<file path="src/common/bcc_pkg.sv">
package bcc_pkg;

  // ==========================================
  // register byte offsets
  localparam logic [11:0] CONV_CFG_OFS  = 12'h000;
  localparam logic [11:0] BURST_CFG_OFS = 12'h004;
  localparam logic [11:0] MODE_CFG_OFS  = 12'h008;
  localparam logic [11:0] STATUS_OFS    = 12'h00c;

  // ==========================================
  // converter_config fields
  localparam int HV_SEL_BIT   = 0;
  localparam int STAB_EN_BIT  = 1;
  localparam int TRIM_LSB     = 8;
  localparam int TRIM_W       = 6;

  // burst_config fields
  localparam int MULT_LSB     = 0;
  localparam int MULT_W       = 16;
  localparam int DONE_BIT     = 16;
  localparam int QTRIG_EN_BIT = 17;
  localparam int REQ_BIT      = 18;

  // mode_config fields
  localparam int LEVEL_LSB    = 0;
  localparam int DRIVE_LSB    = 2;

  // status fields
  localparam int ST_BUSY_BIT  = 0;
  localparam int ST_PULSE_BIT = 1;
  localparam int ST_CONT_BIT  = 2;
  localparam int ST_BAD_BIT   = 3;

  // ==========================================
  // encodings
  localparam logic [1:0] LEVEL_1V25  = 2'h0;
  localparam logic [1:0] LEVEL_1V35  = 2'h1;
  localparam logic [1:0] LEVEL_2V5   = 2'h2;
  localparam logic [1:0] LEVEL_1V8   = 2'h3;
  localparam logic [1:0] DRIVE_PULSE = 2'h0;
  localparam logic [1:0] DRIVE_LOW   = 2'h1;
  localparam logic [1:0] DRIVE_NORM  = 2'h2;

  // ==========================================
  // reset values
  localparam logic [1:0]  LEVEL_RST  = LEVEL_1V8;
  localparam logic [1:0]  DRIVE_RST  = DRIVE_NORM;
  localparam logic [15:0] MULT_RST   = 16'h0140;

  // ==========================================
  // analog control bundle
  typedef struct packed {
    logic       hv_sel;
    logic [1:0] level;
    logic [1:0] drive;
    logic       stab_en;
    logic [5:0] trim;
  } bcc_ctrl_t;

  // burst handshake states
  typedef enum logic [1:0] {
    BST_IDLE  = 2'b01,
    BST_BURST = 2'b10
  } bcc_bst_t;

endpackage

</file>
<file path="src/hw/bcc_top.sv">
// Functional notes
// hv select set only for 2.5 V level (code accepts any level, flags mismatch in status bad bit)
// hv select with other level: undefined
// 2.5 V only with normal drive (code accepts other drives, flags them in status bad bit)
// leave 2.5 V before changing drive (not enforced, code accepts a drive write at any level)
// stabilization enable gates trim offset
// trim ignored while stabilization off
// 16-bit multiplier sets refresh spacing
// done flag sets when burst finishes
// done flag cleared by writing one
// quiet trigger pulses only when enabled
// write quiet enable only while done zero (code writes quiet enable whatever the done flag)
// writing request bit starts one burst
// no new request before done cleared (code starts a burst from idle whether or not done is set)
// slow-clock counter triggers each refresh
// active drive issues bursts continuously
// output level resets to 1.8 V
// drive codes: normal, low, pulsed
// pulsed only in deep retention states
// counter reloads, restarts on multiplier write
//
// The APB register port and the address map were decided locally.
`timescale 1ns/1ps
module bcc_top (
  input  wire logic              clk_i,
  input  wire logic              rst_b_i,
  input  wire logic              psel_i,
  input  wire logic              penable_i,
  input  wire logic              pwrite_i,
  input  wire logic [11:0]       paddr_i,
  input  wire logic [31:0]       pwdata_i,
  output logic [31:0]            prdata_o,
  output logic                   pready_o,
  output logic                   pslverr_o,
  input  wire logic              slow_clk_i,
  input  wire logic              deep_retention_i,
  input  wire logic              burst_done_i,
  input  wire logic              quiet_i,
  output bcc_pkg::bcc_ctrl_t     ctrl_o,
  output logic                   continuous_o,
  output logic                   sw_burst_o,
  output logic                   refresh_o,
  output logic                   quiet_period_trigger_o
);

  // ==========================================
  // pin synchronisers
  logic slow_rise;
  logic deep_lvl;
  logic done_rise;
  logic quiet_rise;

  bcc_sync3 u_sync_slow (
    .clk_i   (clk_i),
    .rst_b_i (rst_b_i),
    .d_i     (slow_clk_i),
    .lvl_o   (),
    .rise_o  (slow_rise)
  );

  bcc_sync3 u_sync_deep (
    .clk_i   (clk_i),
    .rst_b_i (rst_b_i),
    .d_i     (deep_retention_i),
    .lvl_o   (deep_lvl),
    .rise_o  ()
  );

  bcc_sync3 u_sync_done (
    .clk_i   (clk_i),
    .rst_b_i (rst_b_i),
    .d_i     (burst_done_i),
    .lvl_o   (),
    .rise_o  (done_rise)
  );

  bcc_sync3 u_sync_quiet (
    .clk_i   (clk_i),
    .rst_b_i (rst_b_i),
    .d_i     (quiet_i),
    .lvl_o   (),
    .rise_o  (quiet_rise)
  );

  // ==========================================
  // apb decode
  logic wr_acc;
  logic rd_setup;
  logic hit_conv;
  logic hit_burst;
  logic hit_mode;
  logic hit_stat;
  logic mapped;

  // access phase completes at once, setup captures read data
  always_comb
  begin
    hit_conv  = paddr_i == bcc_pkg::CONV_CFG_OFS;
    hit_burst = paddr_i == bcc_pkg::BURST_CFG_OFS;
    hit_mode  = paddr_i == bcc_pkg::MODE_CFG_OFS;
    hit_stat  = paddr_i == bcc_pkg::STATUS_OFS;
    mapped    = hit_conv | hit_burst | hit_mode | hit_stat;
    wr_acc    = psel_i & penable_i & pwrite_i & mapped;
    rd_setup  = psel_i & ~penable_i & ~pwrite_i;
  end

  assign pready_o  = psel_i & penable_i;
  assign pslverr_o = psel_i & penable_i & ~mapped;

  // ==========================================
  // software registers
  logic        hv_reg;
  logic        hv_next;
  logic        stab_reg;
  logic        stab_next;
  logic [5:0]  trim_reg;
  logic [5:0]  trim_next;
  logic [15:0] mult_reg;
  logic [15:0] mult_next;
  logic        qen_reg;
  logic        qen_next;
  logic        done_reg;
  logic        done_next;
  logic [1:0]  level_reg;
  logic [1:0]  level_next;
  logic [1:0]  drive_reg;
  logic [1:0]  drive_next;
  logic        mult_load;
  logic        req_wr;
  logic        done_set;

  // register writes, done flag set beats clear
  always_comb
  begin
    hv_next    = hv_reg;
    stab_next  = stab_reg;
    trim_next  = trim_reg;
    mult_next  = mult_reg;
    qen_next   = qen_reg;
    level_next = level_reg;
    drive_next = drive_reg;
    done_next  = done_reg;
    mult_load  = 1'b0;
    req_wr     = 1'b0;
    if (wr_acc && hit_conv)
    begin
      hv_next   = pwdata_i[bcc_pkg::HV_SEL_BIT];
      stab_next = pwdata_i[bcc_pkg::STAB_EN_BIT];
      trim_next = pwdata_i[bcc_pkg::TRIM_LSB +: bcc_pkg::TRIM_W];
    end
    if (wr_acc && hit_burst)
    begin
      mult_next = pwdata_i[bcc_pkg::MULT_LSB +: bcc_pkg::MULT_W];
      mult_load = 1'b1;
      qen_next  = pwdata_i[bcc_pkg::QTRIG_EN_BIT];
      req_wr    = pwdata_i[bcc_pkg::REQ_BIT];
      if (pwdata_i[bcc_pkg::DONE_BIT])
        done_next = 1'b0;
    end
    if (wr_acc && hit_mode)
    begin
      level_next = pwdata_i[bcc_pkg::LEVEL_LSB +: 2];
      drive_next = pwdata_i[bcc_pkg::DRIVE_LSB +: 2];
    end
    if (done_set)
      done_next = 1'b1;
  end

  // registers
  always_ff @(posedge clk_i or negedge rst_b_i)
  begin
    if (!rst_b_i)
    begin
      hv_reg    <= 1'b0;
      stab_reg  <= 1'b0;
      trim_reg  <= 6'h00;
      mult_reg  <= bcc_pkg::MULT_RST;
      qen_reg   <= 1'b0;
      done_reg  <= 1'b0;
      level_reg <= bcc_pkg::LEVEL_RST;
      drive_reg <= bcc_pkg::DRIVE_RST;
    end
    else
    begin
      hv_reg    <= hv_next;
      stab_reg  <= stab_next;
      trim_reg  <= trim_next;
      mult_reg  <= mult_next;
      qen_reg   <= qen_next;
      done_reg  <= done_next;
      level_reg <= level_next;
      drive_reg <= drive_next;
    end
  end

  // ==========================================
  // software burst handshake
  bcc_pkg::bcc_bst_t bst_reg;
  bcc_pkg::bcc_bst_t bst_next;

  // one burst per request, ignored while busy
  always_comb
  begin
    bst_next = bst_reg;
    done_set = 1'b0;
    case (bst_reg)
      bcc_pkg::BST_IDLE:
        if (req_wr)
          bst_next = bcc_pkg::BST_BURST;
      bcc_pkg::BST_BURST:
        if (done_rise)
        begin
          bst_next = bcc_pkg::BST_IDLE;
          done_set = 1'b1;
        end
      default:
        bst_next = bcc_pkg::BST_IDLE;
    endcase
  end

  // state register
  always_ff @(posedge clk_i or negedge rst_b_i)
  begin
    if (!rst_b_i)
      bst_reg <= bcc_pkg::BST_IDLE;
    else
      bst_reg <= bst_next;
  end

  // ==========================================
  // mode decode
  logic pulse_mode;
  logic cont_mode;
  logic bad_combo;
  logic fire;

  // pulsed refresh only in deep retention, never at 2.5 V
  always_comb
  begin
    pulse_mode = (drive_reg == bcc_pkg::DRIVE_PULSE) & deep_lvl
                 & (level_reg != bcc_pkg::LEVEL_2V5);
    cont_mode  = (drive_reg == bcc_pkg::DRIVE_NORM)
                 | (drive_reg == bcc_pkg::DRIVE_LOW);
    bad_combo  = (hv_reg != (level_reg == bcc_pkg::LEVEL_2V5))
                 | ((level_reg == bcc_pkg::LEVEL_2V5)
                    & (drive_reg != bcc_pkg::DRIVE_NORM));
  end

  bcc_refresh_cnt u_refresh (
    .clk_i   (clk_i),
    .rst_b_i (rst_b_i),
    .en_i    (pulse_mode),
    .tick_i  (slow_rise),
    .load_i  (mult_load),
    .mult_i  (mult_reg),
    .fire_o  (fire)
  );

  // ==========================================
  // registered outputs
  bcc_pkg::bcc_ctrl_t ctrl_reg;
  bcc_pkg::bcc_ctrl_t ctrl_next;
  logic               cont_reg;
  logic               quiet_reg;
  logic               quiet_next;
  logic [31:0]        rdata_reg;
  logic [31:0]        rdata_next;

  // analog bundle, trim zeroed while stabilization off
  always_comb
  begin
    ctrl_next.hv_sel  = hv_reg;
    ctrl_next.level   = level_reg;
    ctrl_next.drive   = drive_reg;
    ctrl_next.stab_en = stab_reg;
    ctrl_next.trim    = stab_reg ? trim_reg : 6'h00;
    quiet_next        = quiet_rise & qen_reg;
  end

  // read data captured in setup phase
  always_comb
  begin
    rdata_next = rdata_reg;
    if (rd_setup)
    begin
      rdata_next = 32'h0000_0000;
      if (hit_conv)
      begin
        rdata_next[bcc_pkg::HV_SEL_BIT]                     = hv_reg;
        rdata_next[bcc_pkg::STAB_EN_BIT]                    = stab_reg;
        rdata_next[bcc_pkg::TRIM_LSB +: bcc_pkg::TRIM_W]    = trim_reg;
      end
      if (hit_burst)
      begin
        rdata_next[bcc_pkg::MULT_LSB +: bcc_pkg::MULT_W]    = mult_reg;
        rdata_next[bcc_pkg::DONE_BIT]                       = done_reg;
        rdata_next[bcc_pkg::QTRIG_EN_BIT]                   = qen_reg;
      end
      if (hit_mode)
      begin
        rdata_next[bcc_pkg::LEVEL_LSB +: 2]                 = level_reg;
        rdata_next[bcc_pkg::DRIVE_LSB +: 2]                 = drive_reg;
      end
      if (hit_stat)
      begin
        rdata_next[bcc_pkg::ST_BUSY_BIT]  = bst_reg == bcc_pkg::BST_BURST;
        rdata_next[bcc_pkg::ST_PULSE_BIT] = pulse_mode;
        rdata_next[bcc_pkg::ST_CONT_BIT]  = cont_mode;
        rdata_next[bcc_pkg::ST_BAD_BIT]   = bad_combo;
      end
    end
  end

  // output registers
  always_ff @(posedge clk_i or negedge rst_b_i)
  begin
    if (!rst_b_i)
    begin
      ctrl_reg  <= '{1'b0, bcc_pkg::LEVEL_RST, bcc_pkg::DRIVE_RST, 1'b0, 6'h00};
      cont_reg  <= 1'b1;
      quiet_reg <= 1'b0;
      rdata_reg <= 32'h0000_0000;
    end
    else
    begin
      ctrl_reg  <= ctrl_next;
      cont_reg  <= cont_mode;
      quiet_reg <= quiet_next;
      rdata_reg <= rdata_next;
    end
  end

  assign ctrl_o                 = ctrl_reg;
  assign continuous_o           = cont_reg;
  assign sw_burst_o             = bst_reg == bcc_pkg::BST_BURST;
  assign refresh_o              = fire;
  assign quiet_period_trigger_o = quiet_reg;
  assign prdata_o               = rdata_reg;

  // ==========================================
  // checks
  property p_trim_gated;
    @(posedge clk_i) disable iff (!rst_b_i)
    !ctrl_reg.stab_en |-> ctrl_reg.trim == 6'h00;
  endproperty
  a_trim_gated: assert property (p_trim_gated)
    else $error("trim applied while stabilization off");

  property p_stab_follows;
    @(posedge clk_i) disable iff (!rst_b_i)
    wr_acc && hit_conv |-> ##2 ctrl_reg.stab_en == $past(pwdata_i[1], 2);
  endproperty
  a_stab_follows: assert property (p_stab_follows)
    else $error("stabilization enable not applied");

  property p_req_starts;
    @(posedge clk_i) disable iff (!rst_b_i)
    bst_reg == bcc_pkg::BST_IDLE && req_wr |=> sw_burst_o;
  endproperty
  a_req_starts: assert property (p_req_starts)
    else $error("burst request did not start burst");

  property p_done_sets;
    @(posedge clk_i) disable iff (!rst_b_i)
    sw_burst_o && done_rise |=> done_reg && !sw_burst_o;
  endproperty
  a_done_sets: assert property (p_done_sets)
    else $error("done flag not set after burst");

  property p_done_sticky;
    @(posedge clk_i) disable iff (!rst_b_i)
    done_reg && !(wr_acc && hit_burst && pwdata_i[16]) |=> done_reg;
  endproperty
  a_done_sticky: assert property (p_done_sticky)
    else $error("done flag lost without clear");

  property p_quiet_gate;
    @(posedge clk_i) disable iff (!rst_b_i)
    quiet_period_trigger_o |-> $past(qen_reg) && $past(quiet_rise);
  endproperty
  a_quiet_gate: assert property (p_quiet_gate)
    else $error("quiet trigger while disabled");

  property p_refresh_deep;
    @(posedge clk_i) disable iff (!rst_b_i)
    refresh_o |-> $past(deep_lvl) && $past(drive_reg) == bcc_pkg::DRIVE_PULSE;
  endproperty
  a_refresh_deep: assert property (p_refresh_deep)
    else $error("pulsed refresh outside deep retention");

  property p_cont_mode;
    @(posedge clk_i) disable iff (!rst_b_i)
    drive_reg[1] ^ drive_reg[0] |=> continuous_o;
  endproperty
  a_cont_mode: assert property (p_cont_mode)
    else $error("active drive not continuous");

endmodule

</file>
<file path="src/hw/bcc_sync3.sv">
`timescale 1ns/1ps
module bcc_sync3 (
  input  wire logic clk_i,
  input  wire logic rst_b_i,
  input  wire logic d_i,
  output logic      lvl_o,
  output logic      rise_o
);

  // ==========================================
  // three stage capture, accept when stages 2 and 3 agree
  logic [2:0] sh_reg;
  logic [2:0] sh_next;
  logic       lvl_reg;
  logic       lvl_next;
  logic       rise_reg;
  logic       rise_next;

  // next values
  always_comb
  begin
    sh_next   = {sh_reg[1:0], d_i};
    lvl_next  = lvl_reg;
    rise_next = 1'b0;
    if (sh_reg[2] == sh_reg[1])
    begin
      lvl_next  = sh_reg[2];
      rise_next = sh_reg[2] & ~lvl_reg;
    end
  end

  // registers
  always_ff @(posedge clk_i or negedge rst_b_i)
  begin
    if (!rst_b_i)
    begin
      sh_reg   <= 3'h0;
      lvl_reg  <= 1'b0;
      rise_reg <= 1'b0;
    end
    else
    begin
      sh_reg   <= sh_next;
      lvl_reg  <= lvl_next;
      rise_reg <= rise_next;
    end
  end

  assign lvl_o  = lvl_reg;
  assign rise_o = rise_reg;

endmodule

</file>
<file path="src/hw/bcc_refresh_cnt.sv">
`timescale 1ns/1ps
module bcc_refresh_cnt (
  input  wire logic        clk_i,
  input  wire logic        rst_b_i,
  input  wire logic        en_i,
  input  wire logic        tick_i,
  input  wire logic        load_i,
  input  wire logic [15:0] mult_i,
  output logic             fire_o
);

  // ==========================================
  // slow tick down counter
  logic [15:0] cnt_reg;
  logic [15:0] cnt_next;
  logic        fire_reg;
  logic        fire_next;

  // reload on rewrite or idle, fire on expiry
  always_comb
  begin
    cnt_next  = cnt_reg;
    fire_next = 1'b0;
    if (load_i || !en_i)
      cnt_next = mult_i;
    else if (tick_i)
    begin
      if (cnt_reg <= 16'h0001)
      begin
        fire_next = 1'b1;
        cnt_next  = mult_i;
      end
      else
        cnt_next = cnt_reg - 16'h0001;
    end
  end

  // registers
  always_ff @(posedge clk_i or negedge rst_b_i)
  begin
    if (!rst_b_i)
    begin
      cnt_reg  <= bcc_pkg::MULT_RST;
      fire_reg <= 1'b0;
    end
    else
    begin
      cnt_reg  <= cnt_next;
      fire_reg <= fire_next;
    end
  end

  assign fire_o = fire_reg;

  // ==========================================
  // checks
  property p_fire_needs_tick;
    @(posedge clk_i) disable iff (!rst_b_i)
    fire_reg |-> $past(tick_i) && $past(en_i) && !$past(load_i);
  endproperty
  a_fire_needs_tick: assert property (p_fire_needs_tick)
    else $error("refresh fired without slow tick");

  property p_reload_after_fire;
    @(posedge clk_i) disable iff (!rst_b_i)
    fire_reg |-> cnt_reg == $past(mult_i);
  endproperty
  a_reload_after_fire: assert property (p_reload_after_fire)
    else $error("counter not reloaded after refresh");

endmodule

</file>
<file path="config.mk">
export PLATFORM = sky130hd
export DESIGN_NAME = bcc_top
export DESIGN_NICKNAME = d
export VERILOG_FILES = /design/src/common/bcc_pkg.sv /design/src/hw/bcc_top.sv /design/src/hw/bcc_sync3.sv /design/src/hw/bcc_refresh_cnt.sv
export SDC_FILE = /design/constraint.sdc
export NUM_CORES = 1
export LEC_CHECK = 0
export CORE_ASPECT_RATIO = 1.75
export CORE_MARGIN = 2
export CORE_UTILIZATION = 56
export DETAILED_ROUTE_END_ITERATION = 10
export DONT_BUFFER_PORTS = 1
export PLACE_DENSITY = 0.71
export RECOVER_POWER = 100
export SETUP_SLACK_MARGIN = 0.2
export SLEW_MARGIN = 20
export SYNTH_ARGS = -nofsm -noshare
export SYNTH_HDL_FRONTEND = slang
export SYNTH_SLANG_ARGS = --single-unit
</file>
<file path="constraint.sdc">
create_clock -name clk_i -period 2.48 [get_ports clk_i]
set_input_delay 0.248 -clock clk_i [delete_from_list [all_inputs] [get_ports clk_i]]
set_output_delay 0.248 -clock clk_i [all_outputs]
set_load 0.01 [all_outputs]
</file>
==> results.cfg, run 1 <==
[outcome]
outcome = finished with violations
violations = negative hold slack

[power_and_ir_drop]
p_leak_nw = 2.14
power_density_mw_per_mm2 = 680
irDropWorstVdd_uv = 536

[timing]
fin_crit_ns = 2.10
fmax_mhz = 476
hold_viol = 100
relSlewSlack_pct = 20.5
setup_tns_ns = 0
setup_viol = 0
worstMarginPinSlew_ns = 1.19
fin_hold_ws_ns = -0.408
period_share_pct = 84.7
slew_viol_final = 0
rsz0062_at_grt = no
fin_skew_ns = 0.00530

[detailed_routing]
route.vias.total = 2843
avgViaCountPerCell = 6.18
postRouteWirelength_um = 9050
wire_per_inst_um = 19.7
postRouteAntennaNets = 0
drc = 0
initialDrtViolationCount = 226
dr.pass1.iters = 4

[layout]
nets = 424
largest_register_ffs = 18
final_cells = 460
multiInputGateArea_mm2 = 0.00166
antenna_cells = 0
register_area_mm2 = 0.00252
drive_gt1_share_pct = 15.1
fillCellCount = 614
area_delta_synth_final_pct = 8.67

[floorplan]
coreArea_mm2 = 0.00757
initial_core_util_pct = 57.8
fp.dieH_um = 121
ios = 103
die_w_um = 70.8
die-area_mm2 = 0.00856
rows = 42

[critical_path]
cp_max_fo = 20
r2r_setup_slack_ns = 0.41
r2r_cells = 6
critPathCaptureType = flip-flop
worst_path_max_delay_cell = clkbuf_1
cp-start-kind = input pin
crit_type = input pin to flip-flop
r2r_start = u_refresh.cnt_reg[0]
crit_arrival_ns = 2.33
path_cells = nor4_4 -> nand3_1 -> nor3_2 -> clkbuf_1 -> mux2_2
r2r-end = u_refresh.cnt_reg[15]
required_ns = 2.71
cp_slowest_stage_delay_ns = 0.90
crit_path_start = paddr_i[5]

[cts]
clkTransAtPathRegs_ns = 0.07
cts_hold_buf = 4
clkSinkCount = 100
h-tree-depth = 3
cts_resized = 0
cts_buffers = 9
post-cts-setup-buffers = 0
clock_path_buffers = 2
cts_root_buf = clkbuf_16
clk_latency_ns = 0.34
cts_tree = done

[yosys]
yosys_warnings = 0
synth_edf_count = 0
synth_flop_cell = dfrtp_1
syn-cell-area_mm2 = 0.00437
synth-async-reset-ratio_pct = 100
ys_ff_latch = 100
syn_avg_cell_area_um2 = 12.3
synth.distinct_cells = 53
syn_inst = 356
yosysSeqAreaShare_pct = 57.6

[global_route]
grt_pass1_wl_um = 14700
grt_antenna_before_repair = 0
grt_usage_pct = 22.7
grt_pass1_vias = 2927
grt_max_degree = 101
grt-ovfl-total = 0

[job]
max-cap-violations = 0

[worst_hold_path]
hold_class = input pin to async pin

[placed_design]
dp_hpwl_um = 6320
gp_congestion = 0.882
place_inst = 440
port_buffers = 0
## worst max-delay path by stage
stage                                        to  slack [ns]
after global placement              trim_reg[5]        0.43
after detailed placement            trim_reg[3]        0.40
after floorplan           u_refresh.cnt_reg[15]        0.65
after global routing                mult_reg[0]        0.23
final                               mult_reg[2]        0.38
after CTS                 u_refresh.cnt_reg[15]        0.40
## where the power goes
group,leakage (nW),internal [mW],switching (mW)
clock,0.161,0.917,0.592
sequential,1.29,1.65,0.0129
combinational,0.688,0.0238,0.0317
## routing by layer
| metal | vias up | global-route usage (%) | part of all wire (%) |
|---|---|---|---|
| li1 | 1305 | - | - |
| met1 | 1442 | 25.8 | 37 |
| met2 | 79 | 39.5 | 55 |
| met5 | - | 0 | 0 |
| met3 | 17 | 5.56 | 5.1 |
| met4 | 0 | 10.5 | 2.3 |
## synthesized netlist by cell type (all sizes together), types with 10 or more instances
master | instances | area share [%]
dfrtp | 88 | 50
dfstp | 12 | 7.2
nor3 | 15 | 1.9
mux2 | 26 | 7.4
nor2 | 19 | 1.7
and2 | 16 | 2.3
a22o | 12 | 2.4
nand4 | 15 | 2.1
a221o | 10 | 2.3
o21ai | 11 | 1.3
nand2 | 20 | 1.7
buf | 22 | 3.5
## stage by stage
stage | hold WS [ns] | setup WS (ns) | total power, mW | cell area (um^2) | util, %
after global routing | -0.419 | 0.232 | 3.32 | 4750 | 62.8
after global placement | -0.0457 | 0.428 | 1.75 | 4440 | 58.7
after CTS | -0.417 | 0.404 | 3.26 | 4810 | 63.5
after floorplan | -0.0476 | 0.651 | 1.76 | 4420 | -
final | -0.408 | 0.380 | 3.23 | 4750 | 62.8
after detailed placement | -0.0458 | 0.404 | 1.75 | 4440 | 58.7
## cell type report
type                       instances  area share [%]
sequential                       100            53.0
clock buffer                      11            5.11
multi-input combinational        233            34.9
inverter                           9           0.711
clock inverter                     5            1.74
tap                               88            2.32
timing repair buffer              14            2.19
## cells in the final DEF (no fill, tap or decap), types with 3 or more instances in the layout
cell | synthesis | layout
ha_1 | 4 | 4
a21oi_1 | 5 | 5
a22o_1 | 12 | 12
and2_1 | 15 | 10
a221o_1 | 10 | 10
clkbuf_16 | 0 | 9
o21ai_0 | 11 | 11
mux2_2 | 18 | 18
conb_1 | 1 | 14
and3_1 | 3 | 3
nor2b_1 | 4 | 4
and2_0 | 1 | 6
o31ai_1 | 3 | 3
nor3_2 | 2 | 3
nor3_1 | 13 | 12
nand4_1 | 15 | 15
dfrtp_1 | 88 | 88
dfstp_1 | 0 | 7
nor2_1 | 18 | 19
buf_4 | 14 | 7
o211ai_1 | 9 | 9
clkbuf_1 | 5 | 4
dfstp_2 | 12 | 5
dlygate4sd3_1 | 0 | 4
mux2_1 | 0 | 8
nand3_1 | 7 | 8
nand4b_1 | 3 | 3
maj3_1 | 4 | 4
nand2_1 | 20 | 20
inv_1 | 9 | 9
## worst max-delay path: cells and delay by family
family | cells | cell delay (ns)
buf+inv | 1 | 0.90
simple gates | 3 | 0.75
mux | 1 | 0.43
## kinds of logic (layout without fill, tap and decap cells)
| logic type | after synthesis | after routing | synth area share (%) |
|---|---|---|---|
| flops | 100 | 100 | 57.6 |
| compound gates | 64 | 64 | 11.2 |
| buf+inv | 36 | 39 | 4.67 |
| other cells | 1 | 14 | 0.0858 |
| mux | 28 | 28 | 8.41 |
| simple gates | 119 | 119 | 16.0 |
| fa+ha+maj | 8 | 8 | 2.06 |
No activity file was read; power rests on OpenSTA's default activity.
==> inputs of run 2 (changes only) <==
- PLACE_DENSITY: 0.71 -> 0.74
- clock period: 2.48 -> 1.7 ns (I/O delays scaled with it)
==> run 2 against run 1 <==
Effect of this change: final cell count is 17% higher; wire length increased by 19%; the flow finishes with violations (negative hold slack, negative setup slack); combinational power increased by 140%; global-route usage grew 3.4 points; die area did not move.
==> results.cfg, run 2 (same netlist as run 1, synthesis figures left out) <==
[cts]
cts_root_buf = clkbuf_16
cts_buffers = 9
cts_tree = done
clk_latency_ns = 0.35
clkTransAtPathRegs_ns = 0.06
clock_path_buffers = 2
cts_hold_buf = 21
h-tree-depth = 3
clkSinkCount = 100

[placed_design]
placed_area_mm2 = 0.00492
gp_congestion = 0.934
pre_cts_ws_ns = -0.152
dp_hpwl_um = 7020
port_buffers = 0

[layout]
register_area_mm2 = 0.00252
drive_gt1_share_pct = 33.9
multiInputGateArea_mm2 = 0.00192
final_cell_area_mm2 = 0.00561
final_cell_mix = 86 x dfrtp_1, 52 x buf_4, 21 x dlygate4sd3_1, 18 x mux2_2
final_common_cell = dfrtp_1
final_core_util_pct = 74.2
area_delta_synth_final_pct = 28.4
fillCellCount = 510
antenna_cells = 0
largest_register_ffs = 18
nets = 500

[detailed_routing]
avgViaCountPerCell = 6.06
dr.pass1.iters = 7
drc = 0
wire_per_inst_um = 20.0
postRouteWirelength_um = 10700
route.vias.total = 3248
postRouteAntennaNets = 0
initialDrtViolationCount = 252

[global_route]
grt_pass1_wl_um = 17100
grt_max_degree = 101
grt_pass1_vias = 3476
grt_antenna_before_repair = 0
grt-ovfl-total = 0
grt_usage_pct = 26.0

[floorplan]
fp.dieH_um = 121
rows = 42
die-area_mm2 = 0.00856
ios = 103
coreArea_mm2 = 0.00757
initial_core_util_pct = 57.8
die_w_um = 70.8

[timing]
fin_skew_ns = 0.00664
fmax_mhz = 524
fin_crit_ns = 1.91
period_share_pct = 112
setup_tns_ns = -2.01
hold_viol = 100
layout_setup_ws_ns = -0.207
fin_hold_ws_ns = -0.488
slew_viol_final = 0
setup_viol = 16
rsz0062_at_grt = yes

[outcome]
violations = negative hold slack, negative setup slack
outcome = finished with violations

[critical_path]
crit_family = simple AND/OR/NAND/NOR gates
crit_arrival_ns = 2.13
cp_slowest_stage_delay_ns = 0.41
cp_max_fo = 8
critPathCaptureType = flip-flop
required_ns = 1.92
crit_type = flip-flop to flip-flop
cp-start-kind = flip-flop
path_cells = nor4_4 -> buf_4 -> o211ai_1 -> nor2_1 -> buf_4 -> nor3_1 -> a221o_1
cpMostUsedCell = buf_4
crit_buf_inv = 2
worst_path_max_delay_cell = dfrtp_1

[worst_hold_path]
hold_class = input pin to async pin

[power_and_ir_drop]
irDropWorstVdd_uv = 744
power_density_mw_per_mm2 = 831
p_leak_nw = 2.53

[job]
max-cap-violations = 0
run 2: changes by cell type in the layout (fill, tap and decap cells not counted), moves of 4 or more:
cell	delta
buf_4	+45
dlygate4sd3_1	+17
buf_6	+5
clkbuf_2	+5
nand2_1	-5
and2_0	-4
nor2_1	-4
run 2: layer usage:
| metal | vias up | part of all wire [%] | global-route usage, % |
|---|---|---|---|
| met4 | 0 | 3.6 | 12.6 |
| li1 | 1468 | - | - |
| met1 | 1646 | 37 | 29.3 |
| met2 | 99 | 56 | 46.0 |
| met5 | - | 0 | 0 |
| met3 | 35 | 4.0 | 5.65 |
run 2: cell type report:
type	instances	area share, %
Sequential cell	100	44.9
Multi-Input combinational cell	233	34.2
Clock buffer	13	4.81
Tap cell	88	1.96
Inverter	9	0.646
Timing Repair Buffer	90	12.7
Clock inverter	3	0.780
run 2: worst paths after layout:
path / cells past startpoint / to / slack, ns / start
worst max-delay path: 7 / u_refresh.cnt_reg[11] / -0.21 / u_refresh.cnt_reg[4]
worst max register to register: 7 / u_refresh.cnt_reg[11] / -0.21 / u_refresh.cnt_reg[4]
worst min register to register: 0 / u_sync_quiet.sh_reg[1] / 0.35 / u_sync_quiet.sh_reg[0]
worst min-delay path: 0 / ctrl_o[6] / -0.49 / rst_b_i
max in group asynchronous: 0 / mult_reg[6] / 1.96 / rst_b_i
min in group clk_i: 2 / done_reg / 0.01 / pwdata_i[16]
run 2: per-stage QoR:
step | cells | hold slack (ns) | power (mW)
after floorplan | 369 | -0.126 | 2.57
after global placement | 486 | -0.124 | 2.56
after detailed placement | 486 | -0.124 | 2.56
after CTS | 533 | -0.495 | 4.70
after global routing | 536 | -0.499 | 4.81
final | 536 | -0.488 | 4.67
run 2: report_power, final:
group          leakage, nW  switching, mW  internal (mW)  total, mW
sequential            1.29         0.0215           2.41       2.43
combinational         1.09         0.0612         0.0703      0.131
clock                0.156          0.839           1.26       2.10
run 2: timing repair:
action	CTS	global route
setup endpoints to repair	18	19
resized for setup	22	21
endpoints found under the hold margin	133	100
pin swaps	17	12
buffers inserted	10	3
